## src/pkg/wim_defines.vh

```
`ifndef WIM_DEFINES_VH
`define WIM_DEFINES_VH

// ----------------------------------------
// Clock and filter timing
// ----------------------------------------
`define WIM_CLK_MHZ 125
`define WIM_SHORT_FILTER_US 16
`define WIM_LONG_FILTER_US 64
`define WIM_SHORT_FILTER_CYC (`WIM_SHORT_FILTER_US * `WIM_CLK_MHZ)
`define WIM_LONG_FILTER_CYC (`WIM_LONG_FILTER_US * `WIM_CLK_MHZ)
`define WIM_FILT_CW 14

// ----------------------------------------
// Operating mode codes
// ----------------------------------------
`define WIM_MODE_NORMAL 3'h0
`define WIM_MODE_STOP 3'h1
`define WIM_MODE_SLEEP 3'h2
`define WIM_MODE_FAILSAFE 3'h3
`define WIM_MODE_RESTART 3'h4
`define WIM_MODE_INIT 3'h5

// ----------------------------------------
// Filter select codes
// ----------------------------------------
`define WIM_FLT_STATIC_SHORT 2'h0
`define WIM_FLT_STATIC_LONG 2'h1
`define WIM_FLT_CYCLIC_T1 2'h2
`define WIM_FLT_CYCLIC_T2 2'h3

// ----------------------------------------
// Pull select codes
// ----------------------------------------
`define WIM_PULL_NONE 2'h0
`define WIM_PULL_DOWN 2'h1
`define WIM_PULL_UP 2'h2
`define WIM_PULL_AUTO 2'h3

// ----------------------------------------
// Reset values
// ----------------------------------------
`define WIM_RST_WAKE_STATUS 3'h0
`define WIM_RST_ALT_STATUS 2'h0
`define WIM_RST_LEVEL 3'h0
`define WIM_RST_PULL 3'h0

`endif

```

## src/core/wim_filter.v

```verilog
`timescale 1ns/1ps
`include "wim_defines.vh"

module wim_filter #(
    parameter integer SHORT_CYC = `WIM_SHORT_FILTER_CYC,
    parameter integer LONG_CYC = `WIM_LONG_FILTER_CYC,
    parameter integer CW = `WIM_FILT_CW
) (
    input wire clk_sys,
    input wire rstn,
    input wire clk_en,
    input wire pin_in,
    input wire active,
    input wire sel_long,
    input wire gate,
    output reg event_q,
    output reg level_q,
    output reg stable_q
);

    // ----------------------------------------
    // Synchroniser and filter state
    // ----------------------------------------
    reg sync1_q;
    reg sync2_q;
    reg prev_q;
    reg [CW-1:0] cnt_q;
    wire [CW-1:0] limit;

    assign limit = sel_long ? LONG_CYC[CW-1:0] : SHORT_CYC[CW-1:0];

    always @(posedge clk_sys or negedge rstn) begin
        if (!rstn) begin
            sync1_q <= 1'b0;
            sync2_q <= 1'b0;
            prev_q <= 1'b0;
            cnt_q <= {CW{1'b0}};
            event_q <= 1'b0;
            level_q <= 1'b0;
            stable_q <= 1'b0;
        end else if (clk_en) begin
            sync1_q <= pin_in;
            sync2_q <= sync1_q;
            event_q <= 1'b0;
            if (active) begin
                prev_q <= sync2_q;
                level_q <= sync2_q;
            end
            if (!active || gate) begin
                cnt_q <= {CW{1'b0}};
            end else if (sync2_q != prev_q || sync2_q == stable_q) begin
                cnt_q <= {CW{1'b0}};
            end else if (cnt_q >= limit - 1'b1) begin
                cnt_q <= {CW{1'b0}};
                stable_q <= sync2_q;
                event_q <= 1'b1;
            end else begin
                cnt_q <= cnt_q + 1'b1;
            end
        end
    end

endmodule // wim_filter

```

## src/core/wim_top.v

```verilog
`timescale 1ns/1ps
`include "wim_defines.vh"

module wim_top #(
    parameter integer NPIN = 3,
    parameter integer NFO = 2,
    parameter integer SHORT_CYC = `WIM_SHORT_FILTER_CYC,
    parameter integer LONG_CYC = `WIM_LONG_FILTER_CYC
) (
    input wire clk_sys,
    input wire rstn,
    input wire clk_en,
    input wire [2:0] op_mode,
    input wire [NPIN-1:0] wake_pin_in,
    input wire [NFO-1:0] fail_output_pins,
    input wire [NFO-1:0] fo_wake_config,
    input wire [NPIN-1:0] wake_enable_control,
    input wire [2*NPIN-1:0] filter_mode_control,
    input wire [2*NPIN-1:0] pull_current_control,
    input wire cyclic_timer_one_on,
    input wire cyclic_timer_two_on,
    input wire measure_enable,
    input wire [NPIN-1:0] wake_status_clear,
    input wire [NFO-1:0] alt_status_clear,
    input wire sleep_cmd,
    output reg [NPIN-1:0] wake_event_status_q,
    output reg [NFO-1:0] alt_wake_event_status_q,
    output reg [NPIN-1:0] pin_level_status_q,
    output reg [NPIN-1:0] pull_up_en_q,
    output reg [NPIN-1:0] pull_down_en_q,
    output reg measure_switch_q,
    output reg wake_irq_q,
    output reg wake_up_q,
    output reg cmd_fault_q,
    output reg restart_req_q,
    output reg sleep_go_q
);

    // ----------------------------------------
    // Mode decode
    // ----------------------------------------
    wire mode_run;
    wire mode_low;
    wire meas_on;

    assign mode_run = (op_mode == `WIM_MODE_NORMAL) || (op_mode == `WIM_MODE_STOP);
    assign mode_low = (op_mode == `WIM_MODE_SLEEP) || (op_mode == `WIM_MODE_FAILSAFE);
    assign meas_on = measure_enable;

    // ----------------------------------------
    // Wake pin channels
    // ----------------------------------------
    wire [NPIN-1:0] pin_event;
    wire [NPIN-1:0] pin_level;
    wire [NPIN-1:0] pin_stable;
    wire [NPIN-1:0] pin_gate;
    wire [NPIN-1:0] pin_cyclic;
    wire [NPIN-1:0] pin_en_eff;
    wire [NPIN-1:0] pin_hit;
    wire [NPIN-1:0] pull_up_d;
    wire [NPIN-1:0] pull_down_d;

    genvar gi;
    generate
        for (gi = 0; gi < NPIN; gi = gi + 1) begin : g_pin
            wire [1:0] fsel;
            wire [1:0] psel;
            wire act;
            wire lvl_now;

            assign fsel = filter_mode_control[2*gi+1:2*gi];
            assign psel = pull_current_control[2*gi+1:2*gi];
            assign pin_gate[gi] = meas_on && (gi < 2);
            assign pin_cyclic[gi] = fsel[1];
            // Sensing window per filter selection
            assign act = (fsel == `WIM_FLT_CYCLIC_T1) ? cyclic_timer_one_on :
                         (fsel == `WIM_FLT_CYCLIC_T2) ? cyclic_timer_two_on :
                         1'b1;
            assign pin_en_eff[gi] = wake_enable_control[gi] && !pin_gate[gi];
            assign pin_hit[gi] = pin_event[gi] && pin_en_eff[gi];
            assign lvl_now = pin_level[gi];
            // Pull current selection, auto follows level
            assign pull_up_d[gi] = !pin_gate[gi] &&
                ((psel == `WIM_PULL_UP) ||
                 ((psel == `WIM_PULL_AUTO) && lvl_now));
            assign pull_down_d[gi] = !pin_gate[gi] &&
                ((psel == `WIM_PULL_DOWN) ||
                 ((psel == `WIM_PULL_AUTO) && !lvl_now));

            wim_filter #(
                .SHORT_CYC(SHORT_CYC),
                .LONG_CYC(LONG_CYC),
                .CW(`WIM_FILT_CW)
            ) u_filt (
                .clk_sys(clk_sys),
                .rstn(rstn),
                .clk_en(clk_en),
                .pin_in(wake_pin_in[gi]),
                .active(act),
                .sel_long(fsel == `WIM_FLT_STATIC_LONG),
                .gate(pin_gate[gi]),
                .event_q(pin_event[gi]),
                .level_q(pin_level[gi]),
                .stable_q(pin_stable[gi])
            );
        end
    endgenerate

    // ----------------------------------------
    // Fail-output pins used as wake inputs
    // ----------------------------------------
    wire [NFO-1:0] fo_event;
    wire [NFO-1:0] fo_hit;

    genvar gf;
    generate
        for (gf = 0; gf < NFO; gf = gf + 1) begin : g_fo
            assign fo_hit[gf] = fo_event[gf] && fo_wake_config[gf];

            wim_filter #(
                .SHORT_CYC(SHORT_CYC),
                .LONG_CYC(LONG_CYC),
                .CW(`WIM_FILT_CW)
            ) u_filt (
                .clk_sys(clk_sys),
                .rstn(rstn),
                .clk_en(clk_en),
                .pin_in(fail_output_pins[gf]),
                .active(1'b1),
                .sel_long(1'b0),
                .gate(!fo_wake_config[gf]),
                .event_q(fo_event[gf]),
                .level_q(),
                .stable_q()
            );
        end
    endgenerate

    // ----------------------------------------
    // Status flags
    // ----------------------------------------
    wire [NPIN-1:0] wake_status_d;
    wire [NFO-1:0] alt_status_d;
    wire [NPIN-1:0] level_d;
    wire [NPIN-1:0] level_upd;
    wire any_hit;

    // Set wins over a clear in the same cycle
    assign wake_status_d = (wake_event_status_q & ~wake_status_clear) | pin_hit;
    assign alt_status_d = (alt_wake_event_status_q & ~alt_status_clear) | fo_hit;
    // Level follows the filter sample even if the pin is not a wake source
    assign level_upd = {NPIN{mode_run}} & ~pin_gate;
    assign level_d = (level_upd & pin_level) | (~level_upd & pin_level_status_q);
    assign any_hit = (|pin_hit) || (|fo_hit);

    // ----------------------------------------
    // Sleep command check
    // ----------------------------------------
    wire only_meas_src;

    assign only_meas_src = meas_on && (|wake_enable_control[1:0]) &&
        !(|wake_enable_control[NPIN-1:2]) && !(|fo_wake_config);

    // ----------------------------------------
    // Registers
    // ----------------------------------------
    always @(posedge clk_sys or negedge rstn) begin
        if (!rstn) begin
            wake_event_status_q <= `WIM_RST_WAKE_STATUS;
            alt_wake_event_status_q <= `WIM_RST_ALT_STATUS;
            pin_level_status_q <= `WIM_RST_LEVEL;
            pull_up_en_q <= `WIM_RST_PULL;
            pull_down_en_q <= `WIM_RST_PULL;
            measure_switch_q <= 1'b0;
            wake_irq_q <= 1'b0;
            wake_up_q <= 1'b0;
            cmd_fault_q <= 1'b0;
            restart_req_q <= 1'b0;
            sleep_go_q <= 1'b0;
        end else if (clk_en) begin
            wake_event_status_q <= wake_status_d;
            alt_wake_event_status_q <= alt_status_d;
            pin_level_status_q <= level_d;
            pull_up_en_q <= pull_up_d;
            pull_down_en_q <= pull_down_d;
            measure_switch_q <= meas_on && (op_mode == `WIM_MODE_NORMAL);
            wake_irq_q <= any_hit && mode_run;
            wake_up_q <= any_hit && mode_low;
            restart_req_q <= sleep_cmd && only_meas_src;
            sleep_go_q <= sleep_cmd && !only_meas_src;
            if (sleep_cmd && only_meas_src) begin
                cmd_fault_q <= 1'b1;
            end
        end
    end

endmodule // wim_top

```

## config.mk

```make
export PLATFORM = sky130hd
export DESIGN_NAME = wim_top
export DESIGN_NICKNAME = d
export VERILOG_FILES = /design/src/core/wim_filter.v /design/src/core/wim_top.v
export VERILOG_INCLUDE_DIRS = /design/src /design/src/pkg
export SDC_FILE = /design/constraint.sdc
export NUM_CORES = 1
export LEC_CHECK = 0
export BUFFER_PORTS_ARGS = -buffer_cell sky130_fd_sc_hd__buf_2
export CAP_MARGIN = 20
export CORE_ASPECT_RATIO = 1.2
export CORE_MARGIN = 10
export CORE_UTILIZATION = 59
export DETAILED_ROUTE_END_ITERATION = 7
export PLACE_DENSITY = 0.83
export SYNTH_ARGS = -nofsm -noshare
export SYNTH_HDL_FRONTEND = slang
export SYNTH_SLANG_ARGS = --single-unit
```

## constraint.sdc

```tcl
create_clock -name clk_sys -period 2.9 [get_ports clk_sys]
set_input_delay 0.145 -clock clk_sys [delete_from_list [all_inputs] [get_ports clk_sys]]
set_output_delay 0.145 -clock clk_sys [all_outputs]
set_load 0.05 [all_outputs]
```

* Word level (Yosys, flattened, before mapping)
Index checks and enable logic that the tools add are counted.
** Word-level totals
- Register bits :: 115
- Input port bits :: 37
- Output and inout bits :: 20
- Word-level logic and storage cells :: 207
** Operators by class
- Add/subtract/negate cells :: 8
- $lt $le $gt $ge :: 5
- Equality and inequality tests :: 31
- Muxes and demuxes :: 39
- Bitwise operators :: 19
- Reductions and logical operators :: 64
** Operator list (count)
- 14-bit two-way mux :: 15
- 14-bit by 1-bit adder with 14-bit output (second input constant) :: 5
- 14-bit greater-or-equal comparator :: 3
- 14-bit by 1-bit subtractor with 14-bit output (second input constant) :: 3
- 13-bit two-way mux :: 3
- 14-bit by 11-bit greater-or-equal comparator with 1-bit output (second input constant) :: 2
- 1-bit logical AND :: 25
- 2-bit == test (second input constant) :: 12
- 1-bit two-way mux :: 21
- 4-bit AND reduction :: 5
- 1-bit logical OR :: 16
- 3-bit AND :: 4
- 2-bit by 1-bit == test with 1-bit output (second input constant) :: 6
- 1-bit logical NOT :: 9
- 2-bit AND reduction :: 4
- 1-bit NOT :: 7
- 3-bit by 2-bit == test with 1-bit output (second input constant) :: 2
- 3-bit NOT :: 2
- 3-bit OR :: 2
- 2-bit OR reduction :: 3
- 1-bit == test :: 5
- 1-bit inequality test :: 5
- 3-bit by 1-bit == test with 1-bit output (second input constant) :: 1
- 3-bit logical NOT :: 1
- 5 further kinds :: 5

* Longest topological paths before layout
Gate-level depths: netlist of the first run.
- Word-level depth :: 7
- Depth in mapped cells :: 9
- Depth with buffers taken out :: 8

* Modules after synthesis
Synthesis of the first run repeated with hierarchy kept, for this count alone.
** Second synthesis, totals
- Cells, all modules :: 657
- Area, all modules :: 6800.3 um2
** By module, submodules not included
- wim_filter (g_fo[0].u_filt ...) :: times used 4, cells an instance 113, area each 1176.1 um2, seq. area each 475.5 um2
- wim_filter (g_pin[2].u_filt) :: times used 1, cells an instance 108, area each 1111.1 um2, seq. area each 475.5 um2
- wim_top :: times used 1, cells an instance 97, area each 984.7 um2, seq. area each 500.5 um2

* Worst setup path before layout of the first run
OpenSTA, ideal clock, no wires.
- Kind :: register to register
- Start point :: reg g_fo[0].u_filt.cnt_q[0]
- End point :: reg g_fo[0].u_filt.cnt_q[5]
- Data arrival time :: 2036 ps
- Slack :: 754 ps
- Stages on the path, launching flop included :: 7
- Buffers on the path :: 1
- Period minus slack after synthesis :: 2146 ps
- Cell sequence :: dfrtp_1 > ha_1 > a311o_1 > a31oi_1 > nand2_1 > buf_2 > o41ai_1
** On the way
- Cells in the longest elaborated chain, start to end :: 4
- Elaborated cells between the ends (all ways) :: 5
** Ends and longest elaborated chain
- start, declared :: line wim_filter.v:27 : reg [CW-1:0] cnt_q;
- start signal, assigned :: line wim_filter.v:37 : cnt_q <= {CW{1'b0}};
- start signal, assigned :: line wim_filter.v:50 : cnt_q <= {CW{1'b0}};
- start signal, assigned :: line wim_filter.v:52 : cnt_q <= {CW{1'b0}};
- 14-bit by 1-bit adder with 14-bit output / 14-bit by 11-bit greater-or-equal comparator with 1-bit output (equally long branches) :: line wim_filter.v:58, wim_filter.v:53
- 14-bit two-way mux (*) :: line wim_filter.v:53 : end else if (cnt_q >= limit - 1'b1) begin
- 14-bit two-way mux (*) :: line wim_filter.v:51 : end else if (sync2_q != prev_q || sync2_q == stable_q) begin
- 14-bit two-way mux (*) :: line wim_filter.v:49 : if (!active || gate) begin
Every way passes the cells marked *; elsewhere a longest branch is shown, timed or not.
A chain may end at the register's enable or synchronous reset.

* Worst setup path in the final report of the first run
- Start point :: reg g_fo[0].u_filt.cnt_q[0]
- End point :: reg g_fo[0].u_filt.cnt_q[9]
The elaborated chain is that of the path after synthesis.

==> metrics, run 1 <==
core area 9613 um^2; clk_skew 5.255 ps; RSZ-0062 raised after global routing no; Die ar. 14350 um^2; DRC 0; Reg-to-Reg Start g_fo[0].u_filt.cnt_q[0]$_DFFE_PN0P_; Fmax achieved 412.0 MHz; Most used DFF post-synth dfrtp_1; final hold violation count 0; crit path cell chain ha_1 -> a311o_1 -> a31oi_1 -> nand2_1 -> a31oi_1 -> o21ai_1 -> o31ai_1; clk sinks 115; synth unique cells about 60; CP top delay family compound AO/OA/AOI/OAI gates; footprint of the multi-input gates 2799 um^2; drt total wl between 10000 and 15000 um; PortBufs 56; Pre-antenna DRT Iters 5; final setup fails 0; vias in the first global route 5005; Clock Path Buffers 2; final cycle utilization of the critical path 83.71%; Crit Path Class reg -> reg; Clk Latency, worst-skew pair slightly above 400 ps; post-CTS setup buffer count 0; #FFs+latches synth 115; number of diodes 0; syn nets about 640; worst slew pin tran 732.3 ps; Layout Area Growth over Synthesis 19.20%; vias per cell 6.155; Post-Synthesis Cell Area 5866 um^2; Synth top area share 49.06%; most common library cells after synthesis dfrtp_1 (115), nand2_1 (58), o21ai_1 (39); leading area contributor after synthesis dfrtp_1; # nets final between 700 and 800; CTS root buf clkbuf_16; share of layout cells above drive strength 1 ~16%; leak pwr 3.274 nW; Iteration-0 DRC Markers 248; via count 4936; WP data arrival 2740 ps; All-Layer GR Usage 19.96%; PD cells ~600 nW/um^2; dpl hpwl 9632 um; MaxCap Viol Count 0; GR Overflow Total 0; Max IR drop VDD 505.8 uV; register area share after synthesis 49.06%; synthesized instance count 590; hold_sp pull_current_control[1]; max_slew headroom about half; Routed Antenna Nets 0; fin crit period 2427 ps; Num CTS Buffers 17; Seq. cell area around 2900 um^2; antenna violations before repair 0; WP data required 3210 ps; first-pass GRT wire length approximately 24000 um; Die Span Y 129.2 um; pin count of the biggest net entering global routing 59; Synth area leaders dfrtp_1 (49%), nand2_1 (3.7%), ha_1 (3.6%); Yosys warnings 0; TritonCTS clock tree built; hold crit path type in -> reg; synthesized area per cell 9.942 um^2; post-CTS resize count 0; status completed; routed len/inst 17.67 um; Most common cell on crit path a31oi_1; endpoint type of the worst setup path flop; count leader, synth dfrtp_1; num rows 39; die width 111.0 um; Worst-path clk slew roughly 50 ps; fill count ~640; GPL Wtd Cong 0.8788; I/O pins 57; Total Power 0.004211 W; CP peak stage delay 500 ps; Post-synth EDFFs 0; Async SR Flop Fraction 100.0%; CP max-delay cell a31oi_1; Slew Limit Fails 0; initial cell density of the core 61.02%; crit path max fanout 11; CP bufs+invs 0; H-tree depth 4; crit path launch type flop; worst setup path startpoint g_fo[0].u_filt.cnt_q[0]$_DFFE_PN0P_; Total Neg Setup Slack 0 ps
==> flip-flops by register name (all words and copies together) (netlist names), 3 cells and up, named ones only <==
signal,flops
g_fo.u_filt.cnt_q,28
pull_up_en_q,3
g_pin.u_filt.event_q,3
g_pin.u_filt.level_q,3
g_pin.u_filt.sync2_q,3
pull_down_en_q,3
g_pin.u_filt.sync1_q,3
wake_event_status_q,3
g_pin.u_filt.cnt_q,42
g_pin.u_filt.stable_q,3
==> report_power, final <==
group	internal (W)	leakage [nW]	switching, W
registers	0.00168	1.56	0.0000632
logic	0.000151	1.44	0.000291
clock network	0.00134	0.283	0.000686
==> logic make-up (layout without fill, tap and decap cells) <==
kind of cell    after synthesis  after routing  synth area share, %
fa+ha+maj                    17             17                3.626
xor+xnor                      2              2               0.2987
simple gates                212            212                18.60
buf+inv                      47            136                3.221
compound gates              160            160                18.35
mux                          37             37                6.847
flops                       115            115                49.06
==> placed cells by master, fill, tap and decap left out, drive strengths merged, types with 21 or more instances in the layout <==
cell / Yosys / routed
a21oi: 21 / 21
nand2: 58 / 58
buf: 6 / 68
clkbuf: 15 / 25
inv: 26 / 26
nand3: 34 / 34
nor2: 30 / 30
o21ai: 56 / 56
mux2: 25 / 25
dfrtp: 115 / 115
==> per-layer routing <==
metal	vias up	track usage, %	routed length (um)
met1	2411	23.58	5894
met3	29	5.586	894
li1	2330	-	-
met2	166	33.72	7076
met5	-	0	0
met4	0	8.478	306
==> through the flow <==
| step | util [%] | instance area (um^2) | cells | worst slack (ps) | hold slack (ps) |
|---|---|---|---|---|---|
| after floorplan | - | 5866 | 590 | 754.2 | -150.6 |
| final | 72.73 | 6992 | 802 | 472.5 | 15.80 |
| after detailed placement | 65.55 | 6301 | 760 | 426.0 | 250.9 |
| after global routing | 72.73 | 6992 | 802 | 231.9 | 21.87 |
| after global placement | 65.55 | 6301 | 760 | 529.1 | 247.8 |
| after CTS | 72.73 | 6992 | 802 | 498.8 | 4.455 |
==> worst reg2reg max path: cells and delay by family (launching register included) <==
kind / cells / cell delay (ps)
AO/OA/AOI/OAI: 5 / 1270
flip-flops: 1 / 410
AND/OR/NAND/NOR: 1 / 390
adder cells (fa/ha/maj): 1 / 260
==> cell type report <==
class | instances | share of cell area [%]
timing repair buffer | 80 | 7.051
inverter | 26 | 1.396
clock inverter | 5 | 1.074
clock buffer | 25 | 7.087
sequential | 115 | 41.16
tap | 123 | 2.201
multi-input combinational | 428 | 40.03
==> final timing paths <==
check	end	slack, ps	cells after the start
min in group asynchronous	g_pin[0].u_filt.cnt_q[3]$_DFFE_PN0P_	340	2
worst min register to register	g_fo[1].u_filt.cnt_q[9]$_DFFE_PN0P_	470	1
worst max-delay path	g_fo[0].u_filt.cnt_q[9]$_DFFE_PN0P_	470	7
worst max register to register	g_fo[0].u_filt.cnt_q[9]$_DFFE_PN0P_	470	7
worst min-delay path	pull_up_en_q[0]$_DFFE_PN0P_	20	2
max in group asynchronous	g_fo[1].u_filt.cnt_q[12]$_DFFE_PN0P_	1770	3
==> what timing repair did <==
| action | 4_1_cts | 5_1_grt |
|---|---|---|
| hold buffers | 12 | 0 |
| endpoints found under the setup margin | 0 | 0 |
| endpoints found under the hold margin | 66 | 0 |
(Power assumes the default switching activity.)
==> run 2, diff against run 1 <==
Settings changed: CORE_UTILIZATION 59 to 54, PLACE_DENSITY 0.83 to 0.8.
Clock period 2.9 ns to 2 ns, I/O delays scaled along.
==> run 2 against run 1 <==
Compared with the run above:
- global-route usage grew 1.3 points
- critical path type unchanged
- sequential share of layout area fell by 5.9 points
- critical endpoint is now g_pin[1].u_filt.cnt_q[5]$_DFFE_PN0P_
- worst setup slack got worse by 660 ps
- maximum frequency increased by 11%
- register-to-register slack lost 660 ps
- core utilization is 4.6 points higher
- clock power rose by 47%
- critical path depth fell by 1
- combinational power increased by 100%
- cell count up 13%
- the run now ends with setup timing left
- sequential power grew 44%
==> metrics, run 2 (same netlist as run 1, synthesis figures left out) <==
status finished with violations; failing checks setup timing; MaxCap Viol Count 0; clk_skew 5.787 ps; I/O pins 57; Slew Limit Fails 0; endpoint type of the worst setup path flop; via count 5725; final worst slack -184.8 ps; hold crit path type in -> reg; crit path max fanout 5; Reg-to-Reg Start g_pin[1].u_filt.sync2_q$_DFFE_PN0P_; final cycle utilization of the critical path 109.2%; dpl hpwl 10330 um; Die Span Y 134.2 um; max reg flops 42; Die ar. ~15000 um^2; initial cell density of the core a little under three fifths; Clock Path Buffers 2; CTS root buf clkbuf_16; leak pwr 3.815 nW; All-Layer GR Usage a little over a fifth; # nets final between 800 and 900; CP top delay family simple AND/OR/NAND/NOR gates; GR Overflow Total 0; share of layout cells above drive strength 1 approximately 32%; first-pass GRT wire length between 20000 and 30000 um; num rows 41; commonest non-fill, non-tap cell in the layout dfrtp_1; drt total wl 17850 um; PortBufs 56; core area approximately 11000 um^2; WP data arrival 2520 ps; cell depth of the worst setup path 6; H-tree depth 4; final hold violation count 0; antenna violations before repair 0; vias in the first global route about 5.6k; final setup fails 28; worst r2r dst g_pin[1].u_filt.cnt_q[5]$_DFFE_PN0P_; Largest Register g_pin.u_filt.cnt_q; die width about 120 um; routed len/inst about 20 um; Largest regs g_pin.u_filt.cnt_q (42), g_fo.u_filt.cnt_q (28); Hold Crit Depth 4; PD cells 778.8 nW/um^2; fin cells 908; TritonCTS clock tree built; Iteration-0 DRC Markers around 430; GPL Wtd Cong 0.8567; clk sinks 115; CP bufs+invs 0; placed cell count around 830; fin crit period 2185 ps; WP data required 2330 ps; Pre-antenna DRT Iters 6; FF-to-FF path depth 6; max_slew headroom 56.40%; crit path launch type flop; hold_sp alt_status_clear[0]; crit path cell chain or3b_1 -> a221o_1 -> nor2b_2 -> a21bo_4 -> or3_4 -> o21ai_2; CP peak stage delay 420 ps; most frequent cells in the layout dfrtp_1 (115), buf_4 (81), nand2_1 (56), buf_2 (56), o21ai_1 (34); Layout Area Growth over Synthesis 39.25%; worst slew pin tran 649.0 ps; Hold Path End alt_wake_event_status_q[0]$_DFFE_PN0P_; pin count of the biggest net entering global routing 49; Fmax achieved 457.7 MHz; Routed Antenna Nets 0; DP Area 6817 um^2; RSZ-0062 raised after global routing yes; number of diodes 0; post-route cell area 8168 um^2; CP max-delay cell or3b_1; Crit Path Class reg -> reg; DRC 0; Reg2Reg Setup Slack -180 ps; Worst-path clk slew about 60 ps; Num CTS Buffers 17; vias per cell 6.305; Max IR drop VDD between 700 and 800 uV; Clk Latency, worst-skew pair 420 ps; worst setup path startpoint g_pin[1].u_filt.sync2_q$_DFFE_PN0P_
==> run 2: report_power, final <==
group	total (W)	internal (W)	switching [W]
combinational	0.000883	0.000358	0.000525
clock	0.00298	0.00179	0.00118
sequential	0.00250	0.00243	0.0000694
total	0.00636	0.00458	0.00178
==> run 2: metrics by stage <==
step                      worst slack (ps)  utilization, %  TNS [ps]  hold WS, ps  power (W)
after global placement              -69.60           64.50    -575.5        153.1   0.003250
after global routing                -212.6           77.29     -3815        46.24   0.006556
after detailed placement            -173.5           64.50     -2350        165.9   0.003284
after CTS                           -52.65           73.89    -196.8        4.896   0.006278
after floorplan                      2.303               -         0       -195.6   0.002953
final                               -184.8           77.29     -2321        16.35   0.006361
==> run 2: worst max path at each step <==
| stage | slack (ps) | end |
|---|---|---|
| finish | -180 | g_pin[1].u_filt.cnt_q[5]$_DFFE_PN0P_ |
| global route | -210 | g_pin[1].u_filt.cnt_q[2]$_DFFE_PN0P_ |
| CTS | -50 | g_pin[2].u_filt.stable_q$_DFFE_PN0P_ |
| detailed placement | -170 | g_pin[0].u_filt.cnt_q[3]$_DFFE_PN0P_ |
| global placement | -70 | g_pin[0].u_filt.cnt_q[8]$_DFFE_PN0P_ |
| floorplan | 2 | g_fo[0].u_filt.cnt_q[5]$_DFFE_PN0P_ |
==> run 2: final cells by class <==
type | count | area [um^2]
multi-input combinational | 430 | 3138
sequential | 115 | 2878
fill | 594 | 2400
timing repair buffer | 176 | 1314
clock buffer | 19 | 452.9
tap | 129 | 161.4
clock inverter | 13 | 126.4
inverter | 26 | 97.59
==> run 2: routing by layer <==
layer / track usage [%] / part of all wire [%]
met5: 0 / 0
met2: 36.12 / 51
met4: 8.058 / 3.3
met1: 24.57 / 39
met3: 5.935 / 6.7
==> run 2: what timing repair did <==
action,4_1_cts,5_1_grt
hold buffers,25,0
setup buffers,7,12
gates cloned,2,2
gates resized for setup,26,53
hold endpoints to repair,64,0
setup endpoints to repair,33,47
pin swaps,10,24
==> run 2: worst register-to-register path, stage by stage (launching register included) <==
cell and delay, ps:
dfrtp_1 400, or3b_1 420, a221o_1 380, nor2b_2 190, a21bo_4 280, or3_4 370
o21ai_2 70
